[src/nfmem_pkg.sv]
/*
  nfmem_pkg: shared constants for the frame memory setup and noise filter core.
  Assumes a single 125 MHz clock and a control register written over the serial control bus.
*/
package nfmem_pkg;
  // control register address on the serial control bus
  localparam logic [7:0] FMC_ADDR      = 8'h59;
  localparam logic [7:0] FMC_RESET     = 8'h00;
  // field positions
  localparam int         GEOM_LSB      = 0;
  localparam int         ENABLE_BIT    = 2;
  localparam int         DELAY_LSB     = 3;
  localparam int         DELAY_W       = 4;
  // chroma processing register and its two feature enable bits
  localparam logic [7:0] CPC_ADDR      = 8'h0D;
  localparam int         TNR_BIT       = 2;
  localparam int         YCS_BIT       = 3;
  // delay step in picoseconds
  localparam int         DELAY_STEP_PS = 580;
  // geometry figures
  localparam int         ROWS_SMALL    = 2048;
  localparam int         ROWS_LARGE    = 4096;
  localparam int         COLS          = 256;
  localparam int         COL_W         = 8;
  localparam int         ROW_W         = 12;
  localparam int         BANK_W        = 2;
  localparam int         PIX_W         = 8;
  localparam int         FIFO_DEPTH    = 16;
  // controller states
  typedef enum logic [1:0] {
    NFMEM_IDLE = 2'b00,
    NFMEM_RUN  = 2'b01,
    NFMEM_WRAP = 2'b11
  } nfmem_state_t;
endpackage

[src/nfmem_fifo.sv]
/*
  nfmem_fifo: synchronous FIFO with valid/ready on both sides.
  Assumes one clock and an asynchronous active-high reset.
*/
`timescale 1ns/100ps
`default_nettype none
module nfmem_fifo #(
  parameter int WIDTH = 8,
  parameter int DEPTH = 16
) (
  // clock and reset
  input  wire logic             ref_clk,
  input  wire logic             rst,
  // fill side
  input  wire logic             in_valid,
  output logic                  in_ready,
  input  wire logic [WIDTH-1:0] in_data,
  // drain side
  output logic                  out_valid,
  input  wire logic             out_ready,
  output logic      [WIDTH-1:0] out_data
);
  localparam int AW = $clog2(DEPTH);
  logic [WIDTH-1:0] mem [DEPTH];    // storage
  logic [AW-1:0]    wr_ptr_r;       // write index
  logic [AW-1:0]    rd_ptr_r;       // read index
  logic [AW:0]      count_r;        // fill level
  logic             push;
  logic             pop;

  // honest full and empty
  assign in_ready  = (count_r != (AW+1)'(DEPTH));
  assign out_valid = (count_r != '0);
  assign push      = in_valid && in_ready;
  assign pop       = out_valid && out_ready;
  assign out_data  = mem[rd_ptr_r];

  // storage write
  always_ff @(posedge ref_clk) begin
    if (push) begin
      mem[wr_ptr_r] <= in_data;
    end
  end

  // pointers and level
  always_ff @(posedge ref_clk or posedge rst) begin
    if (rst) begin
      wr_ptr_r <= '0;
      rd_ptr_r <= '0;
      count_r  <= '0;
    end else begin
      if (push) wr_ptr_r <= wr_ptr_r + AW'(1);
      if (pop)  rd_ptr_r <= rd_ptr_r + AW'(1);
      count_r <= count_r + (AW+1)'(push) - (AW+1)'(pop);
    end
  end
endmodule
`default_nettype wire

[src/nfmem_core.sv]
/*
  nfmem_core: frame memory control register, address geometry and coring filter.
  Assumes register writes arrive as a one-cycle strobe from the serial control bus
  decoder, pixels arrive on the ref_clk domain, and software keeps its own ordering.
*/
`timescale 1ns/100ps
`default_nettype none
module nfmem_core
  import nfmem_pkg::*;
#(
  parameter int PW = nfmem_pkg::PIX_W
) (
  // clock and reset
  input  wire logic                        ref_clk,
  input  wire logic                        rst,
  // register port
  input  wire logic                        reg_wr,
  input  wire logic                        reg_rd,
  input  wire logic [7:0]                  reg_addr,
  input  wire logic [7:0]                  reg_wdata,
  output logic      [7:0]                  reg_rdata,
  // noise measurement
  input  wire logic [7:0]                  noise_level,
  // pixel input stream
  input  wire logic                        pix_valid,
  output logic                             pix_ready,
  input  wire logic [PW-1:0]               pix_in,
  input  wire logic [PW-1:0]               pix_prev,
  // filtered output stream
  output logic                             out_valid,
  input  wire logic                        out_ready,
  output logic      [PW-1:0]               out_pix,
  // memory address and clock control
  output logic                             mem_enable,
  output logic      [nfmem_pkg::BANK_W-1:0] mem_bank,
  output logic      [nfmem_pkg::ROW_W-1:0]  mem_row,
  output logic      [nfmem_pkg::COL_W-1:0]  mem_col,
  output logic      [nfmem_pkg::DELAY_W-1:0] mem_clk_delay,
  output logic                             filter_active
);
  import nfmem_pkg::*;

  logic [7:0]         ctrl_r;          // frame memory control register
  logic [7:0]         chroma_r;        // chroma processing register
  logic [1:0]         geom;            // geometry select
  logic [BANK_W-1:0]  bank_r;          // bank counter
  logic [ROW_W-1:0]   row_r;           // row counter
  logic [COL_W-1:0]   col_r;           // column counter
  logic [PW-1:0]      lo_thr;          // lower coring threshold
  logic [PW:0]        hi_thr;          // upper coring threshold
  logic [PW-1:0]      diff;            // absolute pixel difference
  logic [PW-1:0]      res_nxt;         // filter result
  logic               adv;             // one pixel accepted
  logic               fifo_in_ready;   // fifo space
  nfmem_state_t       state_r;         // controller state

  // bank count minus one for a geometry code
  function automatic logic [BANK_W-1:0] last_bank(input logic [1:0] g);
    last_bank = g[0] ? 2'h3 : 2'h1;
  endfunction
  // row count minus one for a geometry code
  function automatic logic [ROW_W-1:0] last_row(input logic [1:0] g);
    last_row = g[1] ? 12'(ROWS_LARGE - 1) : 12'(ROWS_SMALL - 1);
  endfunction

  assign geom          = ctrl_r[GEOM_LSB +: 2];
  assign mem_enable    = ctrl_r[ENABLE_BIT];
  assign mem_clk_delay = ctrl_r[DELAY_LSB +: DELAY_W];
  // feature live only when memory is enabled
  assign filter_active = mem_enable && (chroma_r[TNR_BIT] || chroma_r[YCS_BIT]);
  assign mem_bank      = bank_r;
  assign mem_row       = row_r;
  assign mem_col       = col_r;
  assign pix_ready     = fifo_in_ready;
  assign adv           = pix_valid && fifo_in_ready;

  // register writes
  always_ff @(posedge ref_clk or posedge rst) begin
    if (rst) begin
      ctrl_r   <= FMC_RESET;
      chroma_r <= 8'h00;
    end else if (reg_wr) begin
      // bit 7 reserved and read as zero, bits 6:3 hold the delay
      if (reg_addr == FMC_ADDR) ctrl_r <= {1'b0, reg_wdata[6:0]};
      if (reg_addr == CPC_ADDR) chroma_r <= reg_wdata;
    end
  end

  // register reads, reserved bits zero
  always_ff @(posedge ref_clk or posedge rst) begin
    if (rst) begin
      reg_rdata <= 8'h00;
    end else if (reg_rd) begin
      case (reg_addr)
        FMC_ADDR: reg_rdata <= ctrl_r;
        CPC_ADDR: reg_rdata <= chroma_r;
        default:  reg_rdata <= 8'h00;
      endcase
    end
  end

  // controller state
  always_ff @(posedge ref_clk or posedge rst) begin
    if (rst) begin
      state_r <= NFMEM_IDLE;
    end else begin
      case (state_r)
        NFMEM_IDLE: if (mem_enable) state_r <= NFMEM_RUN;
        NFMEM_RUN: begin
          if (!mem_enable) state_r <= NFMEM_IDLE;
          else if (adv && col_r == 8'(COLS - 1) && row_r == last_row(geom)
                   && bank_r == last_bank(geom)) state_r <= NFMEM_WRAP;
        end
        NFMEM_WRAP: state_r <= mem_enable ? NFMEM_RUN : NFMEM_IDLE;
        default: state_r <= NFMEM_IDLE;
      endcase
    end
  end

  // address walk bounded by geometry, extra rows and banks left unused
  always_ff @(posedge ref_clk or posedge rst) begin
    if (rst) begin
      bank_r <= '0;
      row_r  <= '0;
      col_r  <= '0;
    end else if (state_r != NFMEM_RUN) begin
      bank_r <= '0;
      row_r  <= '0;
      col_r  <= '0;
    end else if (reg_wr && reg_addr == FMC_ADDR) begin
      // a new geometry restarts the walk so no address outlives it
      bank_r <= '0;
      row_r  <= '0;
      col_r  <= '0;
    end else if (adv) begin
      col_r <= col_r + 8'h01;
      if (col_r == 8'(COLS - 1)) begin
        if (row_r == last_row(geom)) begin
          row_r  <= '0;
          bank_r <= (bank_r == last_bank(geom)) ? '0 : bank_r + 2'h1;
        end else begin
          row_r <= row_r + 12'h001;
        end
      end
    end
  end

  // thresholds follow noise; upper is twice lower
  assign lo_thr = noise_level;
  assign hi_thr = {lo_thr, 1'b0};
  assign diff   = (pix_in > pix_prev) ? pix_in - pix_prev : pix_prev - pix_in;

  // coring gain: three-quarter recursion at or below lower, halfway between, pass above upper
  always_comb begin
    res_nxt = pix_in;
    if (!filter_active || {1'b0, diff} > hi_thr) begin
      res_nxt = pix_in;
    end else if (diff <= lo_thr) begin
      // two guard bits so four full-scale pixels do not wrap
      res_nxt = PW'(({2'b00, pix_in} + {2'b00, pix_prev} + {2'b00, pix_prev}
                + {2'b00, pix_prev}) >> 2);
    end else begin
      res_nxt = PW'(({1'b0, pix_in} + {1'b0, pix_prev}) >> 1);
    end
  end

  // output buffer
  nfmem_fifo #(
    .WIDTH (PW),
    .DEPTH (FIFO_DEPTH)
  ) u_fifo (
    .ref_clk   (ref_clk),
    .rst       (rst),
    .in_valid  (pix_valid),
    .in_ready  (fifo_in_ready),
    .in_data   (res_nxt),
    .out_valid (out_valid),
    .out_ready (out_ready),
    .out_data  (out_pix)
  );

  // checks
  property p_en_reset;
    @(posedge ref_clk) $fell(rst) |-> !mem_enable;
  endproperty
  a_en_reset: assert property (p_en_reset) else $error("enable not low after reset");

  property p_write_en;
    @(posedge ref_clk) disable iff (rst)
      reg_wr && reg_addr == FMC_ADDR |=> mem_enable == $past(reg_wdata[ENABLE_BIT]);
  endproperty
  a_write_en: assert property (p_write_en) else $error("enable write lost");

  property p_delay;
    @(posedge ref_clk) disable iff (rst)
      reg_wr && reg_addr == FMC_ADDR |=> mem_clk_delay == $past(reg_wdata[6:3]);
  endproperty
  a_delay: assert property (p_delay) else $error("delay field wrong");

  property p_rows;
    @(posedge ref_clk) disable iff (rst) !geom[1] |-> row_r < 12'(ROWS_SMALL);
  endproperty
  a_rows: assert property (p_rows) else $error("row beyond geometry");

  property p_banks;
    @(posedge ref_clk) disable iff (rst) !geom[0] |-> bank_r < 2'h2;
  endproperty
  a_banks: assert property (p_banks) else $error("bank beyond geometry");

  property p_pass;
    @(posedge ref_clk) disable iff (rst)
      filter_active && {1'b0, diff} > hi_thr |-> res_nxt == pix_in;
  endproperty
  a_pass: assert property (p_pass) else $error("large difference not passed");

  property p_core;
    @(posedge ref_clk) disable iff (rst)
      filter_active && diff <= lo_thr && diff > 8'h03 |-> res_nxt != pix_in;
  endproperty
  a_core: assert property (p_core) else $error("small difference not cored");

  property p_double;
    @(posedge ref_clk) disable iff (rst)
      filter_active && diff > lo_thr && diff > 8'h01
      && 10'(diff) <= 10'(lo_thr) * 10'h002 |-> res_nxt != pix_in;
  endproperty
  a_double: assert property (p_double) else $error("upper not twice lower");
endmodule
`default_nettype wire

[config.mk]
export PLATFORM = sky130hd
export DESIGN_NAME = nfmem_core
export DESIGN_NICKNAME = d
export VERILOG_FILES = /design/src/nfmem_pkg.sv /design/src/nfmem_fifo.sv /design/src/nfmem_core.sv
export SDC_FILE = /design/constraint.sdc
export NUM_CORES = 1
export LEC_CHECK = 0
export ABC_AREA = 1
export BUFFER_PORTS_ARGS = -buffer_cell sky130_fd_sc_hd__buf_2
export CAP_MARGIN = 20
export CELL_PAD_IN_SITES_DETAIL_PLACEMENT = 2
export CELL_PAD_IN_SITES_GLOBAL_PLACEMENT = 2
export CORE_MARGIN = 4
export CORE_UTILIZATION = 38
export CTS_CLUSTER_SIZE = 8
export DETAILED_ROUTE_END_ITERATION = 6
export PLACE_DENSITY_LB_ADDON = 0.1
export SLEW_MARGIN = 20
export SYNTH_ARGS = -nofsm -noshare
export SYNTH_HDL_FRONTEND = slang
export SYNTH_SLANG_ARGS = --single-unit
[constraint.sdc]
create_clock -name ref_clk -period 2.76 [get_ports ref_clk]
set_clock_uncertainty 0.2 [all_clocks]
set_input_delay 0.414 -clock ref_clk [delete_from_list [all_inputs] [get_ports ref_clk]]
set_output_delay 0.414 -clock ref_clk [all_outputs]
set_load 0.05 [all_outputs]
; ---- Word-level counts from Yosys, hierarchy flattened
; Memory sizes are Yosys's and may differ from the RTL's.
; Cells that the tools add are included.
[op_classes]
mux = 27
eq_ne = 11
n_reduce_logical = 20
n_addsub = 13
n_lt_le_gt_ge = 3
[op_table]
columns = operator, n
row1 = $mux 12, 6
row2 = $mux 8, 6
row3 = $mux 2, 10
row4 = $add 8x8->9, 2
row5 = $pmux 8 s2, 1
row6 = $sub 8x8->8, 2
row7 = $add 12x1->12 const B, 1
row8 = $eq 12x12->1, 1
row9 = $add 10x8->10, 1
row10 = $add 9x8->10, 1
row11 = $gt 8x9->1, 1
row12 = $reduce_bool 3->1, 3
row13 = $add 4x1->4 const B, 2
row14 = $add 8x1->8 const B, 1
row15 = $eq 8x4->1 const B, 1
row16 = $eq 8x7->1 const B, 1
row17 = $eq 8x8->1 const B, 1
row18 = $gt 8x8->1, 1
row19 = $le 8x8->1, 1
row20 = $reduce_and 2->1, 4
row21 = $logic_and 1x1->1, 7
row22 = $pmux 2 s3, 1
row23 = $add 5x1->5, 1
row24 = $ne 5x5->1 const B, 1
row25 = 14 further kinds, 17
[word_totals]
reg_bits = 60
n_memories = 1
ramBits = 128
out_inout_bits = 46
input_bits = 46
word_cells = 85
[memory_table]
columns = name, depth, word_bits, rd, rd_ports_with_merged_regs, write_ports, line_no
row1 = u_fifo.mem, 16, 8, 1, 0, 1, nfmem_fifo.sv:24  ; logic [WIDTH-1:0] mem [DEPTH];

; ---- Longest topological paths before layout
[logic_depth]
ltp_word = 8
depth_mapped = 25
mapped_depth_nobuf = 25

; ---- By module
; Synthesis repeated with hierarchy kept, for this count alone.
[hier_totals]
cells_unflattened = 1306
hier_area_um2 = 11023.1
[modules_own_cells]
columns = module, seq_area_each_um2, area_per_inst_um2, cells_each, instances
row1 = nfmem_fifo, 4169.0, 6204.7, 606, 1
row2 = nfmem_core, 1176.1, 4818.4, 700, 1

; ---- Worst setup path after synthesis
; No wires, ideal clock.
[synth_timing]
path_type = input to register
from = in pix_in[0]
to = mem u_fifo.mem[0][0] (data pin)
setup_ns = 0.320
arrival_ns = 2.940
slack_ns = -0.700
stages = 21
path_buffers = 0
required_time_ns = 2.240
path_cell_list = inv_1 -> ha_1 -> inv_1 -> fa_1 -> nand3_1 -> nand3_1 -> nand2_1 -> nand2_1 -> nand2_2 -> inv_2 -> nand2_1 -> nand2_1 -> inv_1 -> ha_1 -> nand2_1 -> nor2_1 -> nand4_1 -> a21boi_0 -> nand2_1 -> nand3_1 -> nand2_1
[synth_between]
elab_chain_cells = 5
[synth_rtl]
columns = element, line_no
row1 = "start, declared", nfmem_core.sv:27  ; input wire logic [PW-1:0] pix_in,
row2 = "$add 8x8->9, or another cell as far along", "nfmem_core.sv:160, nfmem_core.sv:163"
row3 = $add 9x8->10 / $mux 8 (equally long branches), "nfmem_core.sv:160, nfmem_core.sv:151"
row4 = "$add 10x8->10, or another cell as far along", nfmem_core.sv:161  ; + {2'b00, pix_prev}) >> 2);
row5 = $mux 8 / $logic_or 1x1->1 (equally long branches), "nfmem_core.sv:158, nfmem_core.sv:156"
row6 = $mux 8 (*), nfmem_core.sv:156  ; if (!filter_active || {1'b0, diff} > hi_thr) begin
row7 = named net res_nxt[0], nfmem_core.sv:52  ; logic [PW-1:0] res_nxt;
row8 = "end, declared", nfmem_fifo.sv:24
; The timed path passes the listed nets; every way through them passes the cells marked *.

; ---- Worst setup path in the final report
[layout_timing]
from = in pix_in[0]
to = mem u_fifo.mem[12][1] (data pin)
; The elaborated chain is that of the path after synthesis.

==> out/qor.yml <==
synth:
  avgSynthCellArea_sq_um: 9.075
  synthCells: 1154
  yosysTopAreaCell: "edfxtp_1"
  synthFlopType: "edfxtp_1"
  ys_types: 44
  yosysSeqAreaShare: 0.5104
  ys_ff_latch: 188
  syn_area_sq_mm: 0.01047
  syn_nets: 1270
  synthTopCellsByArea: "edfxtp_1, dfrtp_1, nand2_1"
  yosysWarnings: 0
  synth-async-reset-ratio: 0.3191
  synth-edff-count: 128
  synth_top_cell_area_share: 0.3670
placed_design:
  io_buffers: 91
  dp_hpwl_microns: 24910
  routabilityCongestion: 0.8276
layout:
  ff_latch_area_sq_mm: 0.005346
  fill_cells: 2866
  drive_gt1_frac: 0.3035
  multi_input_area_sq_mm: 0.005441
  area_growth_pct: 32.53
  finalNetCount: 1467
  diodes: 0
sta:
  finalCriticalPeriod_ps: 3358
  hold_violations: 0
  final_max_slew_viol_count: 0
  slew_headroom: 0.5496
  rsz0062_at_grt: "yes"
  worst_slew_pin_slew_ps: 674.8
  max_clock_freq_ghz: 0.2978
  setup_tns_ps: -68620
  timing.final.crit_share: 1.217
  setup_ws_ps: -598.3
  setup_viol: 131
critical_path:
  crit_arrival_ps: 3340
  worstPathMaxFanout: 8
  crit_family: "simple AND/OR/NAND/NOR gates"
  crit_path_start: "pix_in[0]"
  cp-start-kind: "primary input"
  crit_top_cell: "nand2_2"
  path_class: "primary input to flip-flop"
  cp_cell_sequence: "buf_12, inv_12, ha_4, inv_4, fa_2, nand3_2, nand3_4, buf_6, xor2_4, nand2_2, nand2_1, inv_2, ha_4, nand2_2, nor2_4, nand4_1, buf_4, buf_4, nand4_1, nand2_2, nand2_4, nand2_8"
  worstPathRequired_ps: 2740
  r2r_start: "u_fifo.count_r[3]$_DFF_PP0_"
  slowest_stage: "fa_2"
  cp.buffers_inverters: 7
  worst_setup_path_end_kind: "flip-flop"
  critPathMaxStageDelay_ps: 410
grt:
  antenna_found_initial: 0
  first_global_vias: 10575
  grt_pass1_wl_microns: 63030
  grt-ovfl-total: 0
  grt_max_degree: 48
  grt_usage: 0.2678
detailed_routing:
  wl_met1_microns: 17400
  wl_met2_microns: 23230
  wirelength_microns: 43170
  drtPass1Iterations: 5
  wl_per_cell_microns: 25.32
  met3WireLength_microns: 1261
  vias_per_cell: 5.533
  drc_errors: 0
  highest_layer: "met4"
  drt_iter0_markers: 588
  drtAntennaViolNets: 0
  vias: 9434
run_status:
  status: "finished with violations"
  violations: "setup timing"
power_and_ir_drop:
  power_frac_comb: 0.487
  seqPwrFrac: 0.302
  power.leakage_nw: 6.113
  power_mw: 13.05
  netSwitchingFraction: 0.4643
  powerDensity_mw_per_mm2: 940.5
  switching_power_mw: 6.060
  peakVddDrop_v: 0.0006517
  p_int_mw: 6.993
  p_clk_frac: 0.211
clocking:
  cts-buffers-inserted: 17
  clk_latency_ps: 450
  clkTransAtPathRegs_ps: 90
  htreeDepth: 4
  clockBufferDepth: 2
  root_buffer: "clkbuf_16"
  tritoncts: "built"
  clkSinkCount: 188
worst_hold_path:
  min-delay-start: "reg_wdata[5]"
  worstHoldPathType: "primary input to flip-flop"
floorplanning:
  fp.dieArea_sq_mm: 0.03028
  io_pins: 92
  die_width_microns: 174.0
  fp.coreArea_sq_mm: 0.02703
  initial_utilization: 0.3875
  die_h_microns: 174.0
  row_count: 60
run:
  drv_cap: 0
-- cells in the mapped netlist, types with 2 or more instances --
library cell,n
fa_1,12
dfrtp_1,60
nor2_2,3
nor3_4,2
buf_6,4
nand3_1,42
ha_1,58
nor3_1,9
o21ai_0,89
and3_1,2
buf_1,4
o21bai_1,2
nor3_2,2
xnor2_1,4
o211ai_1,32
a21oi_1,32
edfxtp_1,128
o21ai_1,8
a21o_1,2
buf_4,5
or2_2,4
buf_2,13
xor2_1,26
nand2_1,265
nand3b_1,3
clkbuf_1,12
a21boi_0,3
a21oi_2,2
o22ai_1,3
nor2_1,162
inv_1,121
inv_2,6
nand2_2,3
nand4_1,18
a31oi_1,4
-- worst reg2reg max path: stages, from the launching register on --
cell and delay, ps:
dfrtp_1 370, inv_1 70, ha_2 180, nand4_1 150
nand2_1 110, inv_1 350, nand2_1 290, nor2_1 400
buf_4 260
-- through the flow --
step           std cells  worst slack (ps)  utilization  hold slack, ps  instance area (sq um)
2_1_floorplan       1154            -379.1            -           242.2                  10610
3_3_place_gp        1656             -1044       0.4486           259.4                  12120
3_5_place_dp        1656             -1209       0.4486           260.1                  12120
4_1_cts             1702            -304.8       0.5015          0.7047                  13550
5_1_grt             1705            -703.4       0.5136           20.94                  13880
6_report            1705            -598.3       0.5136           8.411                  13880
-- flip-flops by register name, indices dropped and copies added, names as in the netlist --
register and flops:
mem_bank 2, state_r 2, u_fifo.mem 128, u_fifo.wr_ptr_r 4, u_fifo.rd_ptr_r 4, mem_col 8, reg_rdata 8, mem_row 12
ctrl_r 7, chroma_r 8, u_fifo.count_r 5
-- cell usage in the layout, fill, tap and decap left out, types with 5 or more instances in the layout --
master     netlist  final
inv_2            6     25
nand2_4          0     21
buf_2           13     77
a21oi_1         32     28
o21ai_0         89     80
nand3_1         42     37
xor2_1          26     24
dfrtp_1         60     59
inv_1          121     96
buf_6            4     14
o21ai_1          8     14
nand2_8          0     15
a21oi_2          2      5
nor2_2           3      7
inv_12           0      8
fa_1            12      9
nor3_1           9      7
nand2_2          3     32
buf_4            5    110
nand4_1         18     18
ha_4             0     23
nor2_1         162    154
edfxtp_1       128    128
ha_1            58     31
nand2_1        265    206
clkbuf_16        0     17
o211ai_1        32     32
nor2_4           1      5
-- final timing paths --
| kind | cells past startpoint | endpoint | slack, ps |
|---|---|---|---|
| min in group asynchronous | 3 | mem_col[4]$_DFFE_PP0P_ | 370 |
| hold / removal | 3 | chroma_r[5]$_DFFE_PP0P_ | 8 |
| setup / recovery | 22 | u_fifo.mem[12][1]$_DFFE_PP_ | -600 |
| max in group asynchronous | 4 | u_fifo.rd_ptr_r[1]$_DFFE_PP0P_ | 1380 |
| hold reg to reg | 1 | state_r[0]$_DFFE_PP0P_ | 280 |
| setup reg to reg | 8 | u_fifo.mem[12][6]$_DFFE_PP_ | 90 |
-- per-layer routing --
layer | vias to the layer above | global-route usage
met3 | 79 | 0.03045
met4 | 0 | 0.07588
li1 | 4240 | -
met5 | - | 0
met2 | 237 | 0.5019
met1 | 4878 | 0.3238
-- power by group through the flow --
stage	clock network, mW	registers, mW	logic, mW
after floorplan	0	4.11	3.13
after global placement	0	3.95	4.71
after detailed placement	0	3.98	5.05
after CTS	2.78	3.93	5.83
after global routing	2.91	3.97	6.79
final	2.76	3.94	6.35
-- logic make-up (layout without fill, tap and decap cells) --
group	Yosys count	in the layout	synth area share
simple gates	521	527	0.2093
flops	188	188	0.5104
compound gates	180	180	0.09761
buf+inv	165	369	0.06535
fa+ha+maj	70	70	0.09223
xor+xnor	30	30	0.02509
-- layout make-up --
cell class                 instances  share of cell area
sequential                       188              0.3852
inverter                         127             0.03705
clock inverter                    15             0.01614
timing repair buffer             210              0.1082
tap                              341             0.03074
clock buffer                      17             0.03065
multi-input combinational        807              0.3920
-- repair_timing --
item | in CTS | in global routing
resized for setup | 160 | 70
setup buffers | 5 | 3
pin swaps | 41 | 27
endpoints found under the hold margin | 21 | 0
hold buffers | 3 | 0
endpoints found under the setup margin | 136 | 136
cloned | 6 | 0
Power figures use the tool's default switching activity.
